**src/core_pd_pkg.sv**
```systemverilog
package core_pd_pkg;
    // ------------------------------------------------------------
    // register map (byte addresses)
    // ------------------------------------------------------------
    localparam logic [3:0] CTRL_OFFSET = 4'h0;
    localparam logic [3:0] STATUS_OFFSET = 4'h4;
    // ------------------------------------------------------------
    // control register fields
    // ------------------------------------------------------------
    localparam int CTRL_HALT_BIT = 0;
    localparam int CTRL_DOZE_BIT = 1;
    localparam int CTRL_RATIO_LSB = 2;
    localparam int CTRL_MASK_LSB = 8;
    localparam logic [1:0] RATIO_RESET = 2'h0;
    localparam logic [5:0] MASK_RESET = 6'h00;
    // ------------------------------------------------------------
    // status register fields
    // ------------------------------------------------------------
    localparam int STAT_MODE_LSB = 0;
    localparam int STAT_HALF_BIT = 2;
    localparam int STAT_GNT_BIT = 3;
    localparam int STAT_PEND_LSB = 4;
    localparam int STAT_ENTRY_BIT = 10;
    // ------------------------------------------------------------
    // misc
    // ------------------------------------------------------------
    localparam int IRQ_W = 6;
    localparam int RST_LOW_CYCLES_DEF = 4;
    localparam logic [1:0] RESP_OKAY = 2'h0;
    localparam logic [1:0] RESP_SLVERR = 2'h2;
    localparam logic [1:0] MODE_ACTIVE = 2'h0;
    localparam logic [1:0] MODE_HALT = 2'h1;
    localparam logic [1:0] MODE_DOZE = 2'h2;
    localparam logic [1:0] MODE_WAIT = 2'h3;

    typedef enum logic [2:0] {
        ST_ACTIVE,
        ST_HALT_WAIT,
        ST_HALT,
        ST_DOZE_WAIT,
        ST_DOZE
    } pd_state_t;
endpackage

```
**src/core_reset_and_power_down_control.sv**
```systemverilog
// Design decisions made here: the placing of the registers and the AXI4-Lite interface to the registers.
`timescale 1ns/1ps
// Operation
// - reset pin is synchronised internally; acts only after held low several cycles
// - during reset the pipeline stalls and all internal state returns to initial values
// - reset clears all valid and lock bits in both caches
// - reset discards pending write buffer entries
// - bus-speed strap low: bus runs at half the core rate
// - bus-speed strap high: bus runs at the core rate
// - every bus operation is timed from the bus clock enable; the grant logic here updates on every aclk cycle
// - writing 1 to halt bit enters halt: indicator on, pipeline frozen, no grants
// - halt indicator waits for own bus cycle end and bus ownership
// - in halt, write buffer keeps draining until empty
// - any irq, nmi or reset leaves halt and clears halt bit, mask ignored
// - after wake run handler for nmi or unmasked irq, else resume
// - halt indicator follows halt bit; memory interface idle during halt
// - writing 1 to doze bit enters doze; arbitration and snoop continue
// - doze indicator waits for own bus cycle end and bus ownership
// - in doze, write buffer keeps draining until empty
// - in doze, grant a bus request; drop grant when request withdrawn
// - any irq, nmi or reset leaves doze and clears doze bit, mask ignored
// - doze indicator follows doze bit; memory interface idle during doze
// - ratio field divides master clock by 1, 2, 4 or 8
// - irq and nmi inputs, active low, sampled on bus clock edges
module core_reset_and_power_down_control
    import core_pd_pkg::*;
#(
    parameter int RST_LOW_CYCLES = RST_LOW_CYCLES_DEF
) (
    input wire logic aclk,
    input wire logic aresetn,
    input wire logic [3:0] s_axi_awaddr,
    input wire logic s_axi_awvalid,
    output logic s_axi_awready,
    input wire logic [31:0] s_axi_wdata,
    input wire logic [3:0] s_axi_wstrb,
    input wire logic s_axi_wvalid,
    output logic s_axi_wready,
    output logic [1:0] s_axi_bresp,
    output logic s_axi_bvalid,
    input wire logic s_axi_bready,
    input wire logic [3:0] s_axi_araddr,
    input wire logic s_axi_arvalid,
    output logic s_axi_arready,
    output logic [31:0] s_axi_rdata,
    output logic [1:0] s_axi_rresp,
    output logic s_axi_rvalid,
    input wire logic s_axi_rready,
    input wire logic rst_pin_n,
    input wire logic half_bus_n,
    input wire logic [IRQ_W-1:0] irq_n,
    input wire logic nmi_n,
    input wire logic master_req_n,
    input wire logic bus_busy,
    input wire logic wbuf_empty,
    output logic master_gnt_n,
    output logic core_rst,
    output logic pipe_freeze,
    output logic cache_inv_all,
    output logic wbuf_discard,
    output logic bus_clk_en,
    output logic halt_ind,
    output logic doze_ind,
    output logic mem_idle,
    output logic wbuf_drain,
    output logic wake_handler,
    output logic wake_resume,
    output logic proc_clk_en,
    output logic proc_clk_lvl
);
    // ------------------------------------------------------------
    // reset pin synchroniser and low-sample counter
    // ------------------------------------------------------------
    logic rst_s1_ff, rst_s2_ff, core_rst_ff;
    logic [7:0] low_cnt_ff;
    wire low_full = (low_cnt_ff == 8'(RST_LOW_CYCLES - 1));

    always_ff @(posedge aclk) begin
        if (!aresetn) begin
            rst_s1_ff <= 1'b1;
            rst_s2_ff <= 1'b1;
            low_cnt_ff <= 8'h00;
            core_rst_ff <= 1'b0;
        end else begin
            rst_s1_ff <= rst_pin_n;
            rst_s2_ff <= rst_s1_ff;
            // short glitches restart the count, so they never reset the core
            low_cnt_ff <= rst_s2_ff ? 8'h00 : (low_full ? low_cnt_ff : low_cnt_ff + 8'h01);
            core_rst_ff <= !rst_s2_ff && (low_full || core_rst_ff);
        end
    end

    wire rst_i = !aresetn || core_rst_ff;
    assign core_rst = core_rst_ff;
    assign cache_inv_all = core_rst_ff;
    assign wbuf_discard = core_rst_ff;

    // ------------------------------------------------------------
    // bus-speed strap and bus clock enable
    // ------------------------------------------------------------
    logic half_ff, strap_taken_ff, bus_ph_ff;
    always_ff @(posedge aclk) begin
        if (rst_i) begin
            half_ff <= 1'b0;
            strap_taken_ff <= 1'b0;
            bus_ph_ff <= 1'b0;
        end else begin
            // strap caught once after release; later changes are not followed
            if (!strap_taken_ff) begin
                half_ff <= !half_bus_n;
                strap_taken_ff <= 1'b1;
            end
            bus_ph_ff <= half_ff ? !bus_ph_ff : 1'b1;
        end
    end
    assign bus_clk_en = strap_taken_ff && (half_ff ? bus_ph_ff : 1'b1);

    // ------------------------------------------------------------
    // interrupt sampling on bus clock edges
    // ------------------------------------------------------------
    logic [IRQ_W-1:0] irq_act_ff;
    logic nmi_prev_ff, nmi_edge_ff;
    always_ff @(posedge aclk) begin
        if (rst_i) begin
            irq_act_ff <= '0;
            nmi_prev_ff <= 1'b0;
            nmi_edge_ff <= 1'b0;
        end else if (bus_clk_en) begin
            irq_act_ff <= ~irq_n;
            nmi_prev_ff <= !nmi_n;
            nmi_edge_ff <= !nmi_n && !nmi_prev_ff;
        end else begin
            nmi_edge_ff <= 1'b0;
        end
    end

    // ------------------------------------------------------------
    // AXI4-Lite slave
    // ------------------------------------------------------------
    logic aw_got_ff, w_got_ff, bvalid_ff, rvalid_ff;
    logic [3:0] awaddr_ff, wstrb_ff;
    logic [31:0] wdata_ff, rdata_ff;
    logic [1:0] bresp_ff, rresp_ff;
    logic ctrl_halt_ff, ctrl_doze_ff;
    logic [1:0] ratio_ff;
    logic [IRQ_W-1:0] mask_ff;
    pd_state_t state_ff, nxt_state;

    assign s_axi_awready = !aw_got_ff && !bvalid_ff;
    assign s_axi_wready = !w_got_ff && !bvalid_ff;
    assign s_axi_arready = !rvalid_ff;
    assign s_axi_bvalid = bvalid_ff;
    assign s_axi_bresp = bresp_ff;
    assign s_axi_rvalid = rvalid_ff;
    assign s_axi_rdata = rdata_ff;
    assign s_axi_rresp = rresp_ff;

    wire aw_now = aw_got_ff || (s_axi_awvalid && s_axi_awready);
    wire w_now = w_got_ff || (s_axi_wvalid && s_axi_wready);
    wire [3:0] wr_addr = aw_got_ff ? awaddr_ff : s_axi_awaddr;
    wire [31:0] wr_data = w_got_ff ? wdata_ff : s_axi_wdata;
    // strobes belong to the data beat and are held with it
    wire [3:0] wr_strb = w_got_ff ? wstrb_ff : s_axi_wstrb;
    wire wr_fire = aw_now && w_now && !bvalid_ff;
    wire wr_ctrl = wr_fire && (wr_addr == CTRL_OFFSET);
    wire wr_ok = wr_ctrl || (wr_fire && wr_addr == STATUS_OFFSET);
    wire rd_fire = s_axi_arvalid && s_axi_arready;

    wire [31:0] ctrl_word = {18'h0, mask_ff, 4'h0, ratio_ff, ctrl_doze_ff, ctrl_halt_ff};
    wire [1:0] mode_code = (state_ff == ST_HALT) ? MODE_HALT :
                           (state_ff == ST_DOZE) ? MODE_DOZE :
                           (state_ff == ST_ACTIVE) ? MODE_ACTIVE : MODE_WAIT;
    wire [31:0] stat_word = {21'h0, (state_ff == ST_HALT_WAIT || state_ff == ST_DOZE_WAIT),
                             irq_act_ff, !master_gnt_n, half_ff, mode_code};

    always_ff @(posedge aclk) begin
        if (!aresetn) begin
            aw_got_ff <= 1'b0;
            w_got_ff <= 1'b0;
            bvalid_ff <= 1'b0;
            rvalid_ff <= 1'b0;
            awaddr_ff <= 4'h0;
            wstrb_ff <= 4'h0;
            wdata_ff <= 32'h0;
            rdata_ff <= 32'h0;
            bresp_ff <= RESP_OKAY;
            rresp_ff <= RESP_OKAY;
        end else begin
            if (s_axi_awvalid && s_axi_awready) begin
                awaddr_ff <= s_axi_awaddr;
            end
            if (s_axi_wvalid && s_axi_wready) begin
                wdata_ff <= s_axi_wdata;
                wstrb_ff <= s_axi_wstrb;
            end
            aw_got_ff <= aw_now && !wr_fire;
            w_got_ff <= w_now && !wr_fire;
            if (wr_fire) begin
                bvalid_ff <= 1'b1;
                bresp_ff <= wr_ok ? RESP_OKAY : RESP_SLVERR;
            end else if (s_axi_bready) begin
                bvalid_ff <= 1'b0;
            end
            if (rd_fire) begin
                rvalid_ff <= 1'b1;
                rdata_ff <= (s_axi_araddr == CTRL_OFFSET) ? ctrl_word :
                            (s_axi_araddr == STATUS_OFFSET) ? stat_word : 32'h0;
                rresp_ff <= (s_axi_araddr == CTRL_OFFSET || s_axi_araddr == STATUS_OFFSET) ?
                            RESP_OKAY : RESP_SLVERR;
            end else if (s_axi_rready) begin
                rvalid_ff <= 1'b0;
            end
        end
    end

    // ------------------------------------------------------------
    // power-down state machine
    // ------------------------------------------------------------
    wire sleeping = (state_ff == ST_HALT) || (state_ff == ST_DOZE);
    wire wake = |irq_act_ff || nmi_edge_ff; // mask not consulted for wake
    wire own_bus = master_gnt_n;
    wire bus_free = !bus_busy && own_bus;
    wire set_halt = wr_ctrl && wr_strb[0] && wr_data[CTRL_HALT_BIT] && (state_ff == ST_ACTIVE);
    wire set_doze = wr_ctrl && wr_strb[0] && wr_data[CTRL_DOZE_BIT] && (state_ff == ST_ACTIVE) && !set_halt;

    always_comb begin
        nxt_state = state_ff;
        unique case (state_ff)
            ST_ACTIVE: begin
                if (set_halt) begin
                    nxt_state = ST_HALT_WAIT;
                end else if (set_doze) begin
                    nxt_state = ST_DOZE_WAIT;
                end
            end
            ST_HALT_WAIT: begin
                if (wake) begin
                    nxt_state = ST_ACTIVE;
                end else if (bus_free) begin
                    nxt_state = ST_HALT;
                end
            end
            ST_DOZE_WAIT: begin
                if (wake) begin
                    nxt_state = ST_ACTIVE;
                end else if (bus_free) begin
                    nxt_state = ST_DOZE;
                end
            end
            ST_HALT: begin
                if (wake) begin
                    nxt_state = ST_ACTIVE;
                end
            end
            ST_DOZE: begin
                if (wake) begin
                    nxt_state = ST_ACTIVE;
                end
            end
        endcase
    end

    logic wake_h_ff, wake_r_ff;
    always_ff @(posedge aclk) begin
        if (rst_i) begin
            state_ff <= ST_ACTIVE;
            ctrl_halt_ff <= 1'b0;
            ctrl_doze_ff <= 1'b0;
            ratio_ff <= RATIO_RESET;
            mask_ff <= MASK_RESET;
            wake_h_ff <= 1'b0;
            wake_r_ff <= 1'b0;
        end else begin
            state_ff <= nxt_state;
            // a wake clears the bits only outside ST_ACTIVE, so a write with a wake in the same cycle still sets them
            ctrl_halt_ff <= (ctrl_halt_ff || set_halt) && !(wake && state_ff != ST_ACTIVE);
            ctrl_doze_ff <= (ctrl_doze_ff || set_doze) && !(wake && state_ff != ST_ACTIVE);
            if (wr_ctrl && wr_strb[0]) begin
                ratio_ff <= wr_data[CTRL_RATIO_LSB +: 2];
            end
            if (wr_ctrl && wr_strb[1]) begin
                mask_ff <= wr_data[CTRL_MASK_LSB +: IRQ_W];
            end
            wake_h_ff <= wake && sleeping && (nmi_edge_ff || |(irq_act_ff & mask_ff));
            wake_r_ff <= wake && sleeping && !(nmi_edge_ff || |(irq_act_ff & mask_ff));
        end
    end

    assign halt_ind = (state_ff == ST_HALT) && ctrl_halt_ff;
    assign doze_ind = (state_ff == ST_DOZE) && ctrl_doze_ff;
    assign pipe_freeze = core_rst_ff || sleeping;
    assign wbuf_drain = sleeping && !wbuf_empty;
    assign mem_idle = core_rst_ff || (sleeping && wbuf_empty);
    assign wake_handler = wake_h_ff;
    assign wake_resume = wake_r_ff;

    // ------------------------------------------------------------
    // bus arbitration
    // ------------------------------------------------------------
    logic gnt_ff;
    wire no_new_gnt = (state_ff == ST_HALT) || (state_ff == ST_HALT_WAIT);
    always_ff @(posedge aclk) begin
        if (rst_i) begin
            gnt_ff <= 1'b0;
        end else if (gnt_ff) begin
            gnt_ff <= !master_req_n;
        end else begin
            gnt_ff <= !master_req_n && !bus_busy && !no_new_gnt;
        end
    end
    assign master_gnt_n = !gnt_ff;

    // ------------------------------------------------------------
    // processor clock divider
    // ------------------------------------------------------------
    function automatic logic [3:0] div_len(input logic [1:0] r);
        div_len = 4'h1 << r;
    endfunction

    logic [1:0] ratio_q_ff;
    logic [2:0] div_cnt_ff;
    wire [3:0] cur_len = div_len(ratio_q_ff);
    wire div_wrap = ({1'b0, div_cnt_ff} == cur_len - 4'h1);
    always_ff @(posedge aclk) begin
        if (rst_i) begin
            ratio_q_ff <= RATIO_RESET;
            div_cnt_ff <= 3'h0;
        end else if (div_wrap) begin
            div_cnt_ff <= 3'h0;
            ratio_q_ff <= ratio_ff;
        end else begin
            div_cnt_ff <= div_cnt_ff + 3'h1;
        end
    end
    // the last count of every period sits in the low half, except at ratio 0 where the level stays high
    assign proc_clk_en = (div_cnt_ff == 3'h0);
    assign proc_clk_lvl = (ratio_q_ff == 2'h0) || ({1'b0, div_cnt_ff} < (cur_len >> 1));

    // ------------------------------------------------------------
    // assertions
    // ------------------------------------------------------------
    localparam int RST_N = RST_LOW_CYCLES;

    property p_rst_effects;
        @(posedge aclk) disable iff (!aresetn)
        core_rst |-> (pipe_freeze && cache_inv_all && wbuf_discard && mem_idle) ##1 state_ff == ST_ACTIVE;
    endproperty
    a_rst_effects: assert property (p_rst_effects) else $error("reset effects missing");

    property p_rst_count;
        @(posedge aclk) disable iff (!aresetn)
        $rose(core_rst_ff) |-> $past(low_cnt_ff) == 8'(RST_N - 1) && !$past(rst_s2_ff);
    endproperty
    a_rst_count: assert property (p_rst_count) else $error("reset applied before count");

    property p_half_rate;
        @(posedge aclk) disable iff (rst_i)
        half_ff && bus_clk_en |=> !bus_clk_en ##1 bus_clk_en;
    endproperty
    a_half_rate: assert property (p_half_rate) else $error("half bus rate wrong");

    property p_full_rate;
        @(posedge aclk) disable iff (rst_i)
        strap_taken_ff && !half_ff |-> bus_clk_en;
    endproperty
    a_full_rate: assert property (p_full_rate) else $error("full bus rate wrong");

    property p_halt_entry;
        @(posedge aclk) disable iff (rst_i)
        $rose(halt_ind) |-> !$past(bus_busy) && $past(master_gnt_n);
    endproperty
    a_halt_entry: assert property (p_halt_entry) else $error("halt before bus free");

    property p_halt_no_gnt;
        @(posedge aclk) disable iff (rst_i)
        state_ff == ST_HALT && master_gnt_n |=> master_gnt_n;
    endproperty
    a_halt_no_gnt: assert property (p_halt_no_gnt) else $error("grant given in halt");

    property p_doze_gnt;
        @(posedge aclk) disable iff (rst_i)
        doze_ind && !master_req_n && !bus_busy |=> !master_gnt_n;
    endproperty
    a_doze_gnt: assert property (p_doze_gnt) else $error("no grant in doze");

    property p_gnt_drop;
        @(posedge aclk) disable iff (rst_i)
        !master_gnt_n && master_req_n |=> master_gnt_n;
    endproperty
    a_gnt_drop: assert property (p_gnt_drop) else $error("grant held after release");

    property p_halt_wake;
        @(posedge aclk) disable iff (rst_i)
        halt_ind && (|irq_act_ff || nmi_edge_ff) |=> !halt_ind && !ctrl_halt_ff && (wake_handler ^ wake_resume);
    endproperty
    a_halt_wake: assert property (p_halt_wake) else $error("halt wake failed");

    property p_doze_wake;
        @(posedge aclk) disable iff (rst_i)
        doze_ind && (|irq_act_ff || nmi_edge_ff) |=> !doze_ind && !ctrl_doze_ff;
    endproperty
    a_doze_wake: assert property (p_doze_wake) else $error("doze wake failed");

    property p_idle;
        @(posedge aclk) disable iff (rst_i)
        (halt_ind || doze_ind) && wbuf_empty |-> mem_idle && !wbuf_drain;
    endproperty
    a_idle: assert property (p_idle) else $error("memory interface not idle");

    property p_ratio_switch;
        @(posedge aclk) disable iff (rst_i)
        $changed(ratio_q_ff) |-> $past(div_wrap) && div_cnt_ff == 3'h0;
    endproperty
    a_ratio_switch: assert property (p_ratio_switch) else $error("ratio switched mid period");

    c_halt: cover property (@(posedge aclk) disable iff (rst_i) $rose(halt_ind));
    c_doze_gnt: cover property (@(posedge aclk) disable iff (rst_i) doze_ind && !master_gnt_n);
    c_resume: cover property (@(posedge aclk) disable iff (rst_i) wake_resume);
    c_div8: cover property (@(posedge aclk) disable iff (rst_i) ratio_q_ff == 2'h3 && proc_clk_en);
endmodule

```
**config.mk**
```make
export PLATFORM = sky130hd
export DESIGN_NAME = core_reset_and_power_down_control
export DESIGN_NICKNAME = d
export VERILOG_FILES = /design/src/core_pd_pkg.sv /design/src/core_reset_and_power_down_control.sv
export SDC_FILE = /design/constraint.sdc
export NUM_CORES = 1
export LEC_CHECK = 0
export BUFFER_PORTS_ARGS = -buffer_cell sky130_fd_sc_hd__buf_4
export CAP_MARGIN = 20
export CORE_ASPECT_RATIO = 1.75
export CORE_MARGIN = 4
export CORE_UTILIZATION = 45
export DETAILED_ROUTE_END_ITERATION = 10
export GPL_TIMING_DRIVEN = 0
export HOLD_SLACK_MARGIN = 0.02
export PLACE_DENSITY = 0.68
export SYNTH_ARGS = -nofsm -noshare
export SYNTH_HDL_FRONTEND = slang
export SYNTH_SLANG_ARGS = --single-unit
```
**constraint.sdc**
```tcl
create_clock -name aclk -period 4 [get_ports aclk]
set_input_delay 0.8 -clock aclk [delete_from_list [all_inputs] [get_ports aclk]]
set_output_delay 0.8 -clock aclk [all_outputs]
set_load 0.05 [all_outputs]
```
==> out/summary.md <==
• **residual overflow from global routing** 0
• **uppermost routed layer** met4
• **drt total wl** 8.81 mm
• **count of hold-fix buffers inserted at cts** 0
• **actual slew at the worst max-slew pin** 0.564 ns
• **# Max-Cap Violations** 0
• **pin count of the biggest net entering global routing** 13
• **post-synthesis instance area** 0.00373 sq mm
• **Clock Skew** 0.00618 ns
• **drt drc** 0
• **proportion of layout cells with a drive suffix above 1** 0.246
• **final antenna diode count** 0
• **horizontal extent of the die** 76.8 microns
• **Async S/R FF share, synth** 0
• **post-route non-filler standard cell count** 627
• **Cell Count Post-Placement** 611
• **launching element type of the critical path** flip-flop
• **vertical die dimension** 128 microns
• **number of sinks on the clock net** 79
• **number of buffers added by the clock tree synthesis step** 9
• **Data required, critical path** 3.20 ns
• **kind of critical path** flip-flop to primary output
• **Worst setup EP type** primary output
• **Final Max Tran Viols** 0
• **via count of the first global-routing pass** 3015
• **H-tree depth reported by CTS** 3
• **Initial Util** 0.465
• **Max Freq** 0.377 GHz
• **HP Class** flip-flop to flip-flop
• **wire length on met3** 425 microns
• **Leak Pwr** 2.05 nW
• **outcome** completed
• **synth top area cells** dfxtp_1 (42%), nor2_1 (5.1%), buf_4 (5.0%)
• **average cell area after synthesis** 8.69 sq um
• **largest area contributor in the synthesized netlist** dfxtp_1
• **DRT Pass-1 Iters** 4
• **number of nets with antenna violations after detailed routing** 0
• **vias after detailed routing** 3184
• **buffer count from post-CTS setup fixing** 0
• **YS warnings** 0
• **arrival time reported for the critical path endpoint** 1.85 ns
• **top cell types by occurrence after synthesis** dfxtp_1 (79), nor2_1 (51), nand2_1 (47)
• **clock-pin slew on the worst setup and hold paths** 0.06 ns
• **Routed met1 length** 3.41 mm
• **area of the die** 0.00986 sq mm
• **post-synthesis sequential area ratio** 0.424
• **cells resized by post-CTS repair** 0
• **Clock Tree Root** clkbuf_16
• **total power after layout** 0.00202 W
• **Synth cell types** 47
• **cells after synthesis** 429
• **clk_lat worst skew** 0.33 ns
• **number of antenna violations at the first check in global routing** 0
• **HPWL after detailed placement** 6.94 mm
• **CTS tree** built
• **Most used DFF post-synth** dfxtp_1
• **Placeable Area** 0.00802 sq mm
• **setup slack of the worst register-to-register path** 2.27 ns
• **routed vias/inst** 5.08
• **setup repair after global routing missed its margin** false
• **net total in the final layout** 600
• **flip-flop and latch count after synthesis** 79
• **global-route wire length before repair** 14.2 mm
• **crit path max fanout** 10
• **number of synthesized flops with an enable pin** 0
• **share of Yosys cell area claimed by the top area cell type** 0.424
• **buffer depth of the longest clock path** 2
• **total power divided by cell area** 422 mW/mm^2
• **overall fraction of global-route tracks in use** 0.180
• **most frequent cell after synthesis** dfxtp_1
• **Final Hold Vio Count** 0
• **setup TNS** 0 ns
• **maximum resistive drop on vdd** 285 uV
• **normalized max-slew margin** 0.613
• **detail-routed net length per standard cell** 14.1 microns
• **Placement Rows** 43
• **total setup violations reported at the end of the flow** 0
• **synth-to-layout area growth** 28.4%
• **1st-iter DRT viols** 146
• **Final GP Congestion** 0.888
• **final worst path period share** 0.664
• **fillcell total** 737
• **Tmin final** 2.65 ns
• **Met2 Wirelength** 4.76 mm
• **number of top-level pins** 118
• **number of buffers inserted by port buffering** 73
metrics by stage:
step / hold WS [ns] / setup slack (ns) / area [sq um] / util
after global placement: 0.394 / 1.69 / 4460 / 0.556
after global routing: 0.460 / 1.19 / 4780 / 0.597
final: 0.412 / 1.35 / 4780 / 0.597
after detailed placement: 0.398 / 1.69 / 4460 / 0.556
after CTS: 0.415 / 1.33 / 4780 / 0.597
after floorplan: 0.386 / 1.32 / 3800 / -
sequential cells by signal, indices dropped and copies added (netlist names), 2 cells and up:
| name | count |
|---|---|
| s_axi_rdata | 14 |
| wdata_ff | 10 |
| irq_act_ff | 6 |
| awaddr_ff | 4 |
| wstrb_ff | 2 |
| ratio_q_ff | 2 |
| div_cnt_ff | 3 |
| ratio_ff | 2 |
| low_cnt_ff | 8 |
| state_ff | 3 |
| mask_ff | 6 |
kinds of logic (layout without fill, tap and decap cells):
group,Yosys count,in the layout,synth area share
flops,79,79,0.424
fa+ha+maj,5,5,0.0168
mux,29,29,0.0816
simple gates,171,171,0.227
buf+inv,56,145,0.0822
compound gates,77,77,0.141
xor+xnor,11,11,0.0258
other cells,1,20,0.00101
layout make-up:
cell class | count | area, sq um | area share
multi-input combinational | 313 | 1910 | 0.399
sequential | 79 | 1580 | 0.331
timing repair buffer | 73 | 548 | 0.115
buffer | 44 | 262 | 0.0547
clock buffer | 13 | 260 | 0.0544
tap | 90 | 113 | 0.0235
clock inverter | 3 | 65.1 | 0.0136
inverter | 12 | 45.0 | 0.00941
power by group:
part | internal, W | switching (W) | total, W
Sequential | 0.000818 | 0.0000238 | 0.000842
Clock | 0.000580 | 0.000303 | 0.000882
Combinational | 0.000112 | 0.000181 | 0.000293
layout by cell type (no fill, tap or decap), types with 5 or more instances in the layout:
cell type	count
buf_4	98
dfxtp_1	79
nor2_1	51
nand2_1	47
a21boi_0	21
conb_1	20
clkbuf_1	19
nor2b_1	18
mux2i_1	18
a21oi_1	15
nand3_1	15
inv_1	12
nor3_1	11
mux2_2	11
a211oi_1	11
clkbuf_16	9
o21ai_0	8
xnor2_1	6
nand2b_1	5
and3_1	5
xor2_1	5
ha_1	5
worst max-delay path: stages, from the launching register on:
cell,delay [ns]
dfxtp_1,0.32
clkbuf_1,0.31
nand2b_1,0.10
ha_1,0.27
a21oi_1,0.12
nor2b_1,0.06
o22ai_1,0.11
buf_4,0.22
layer usage:
metal,track usage,up-vias
met1,0.196,1453
met3,0.0434,14
met2,0.330,81
met5,0,-
met4,0.0790,0
li1,-,1636
worst paths after layout:
check / endpoint / start / cells past startpoint
worst max-delay path: proc_clk_lvl / ratio_q_ff[1] / 7
worst max register to register: state_ff[1] / w_got_ff / 6
worst min-delay path: rst_s2_ff / rst_s1_ff / 1
worst min register to register: rst_s2_ff / rst_s1_ff / 1
Note: power is estimated with default switching activity, not from simulation.
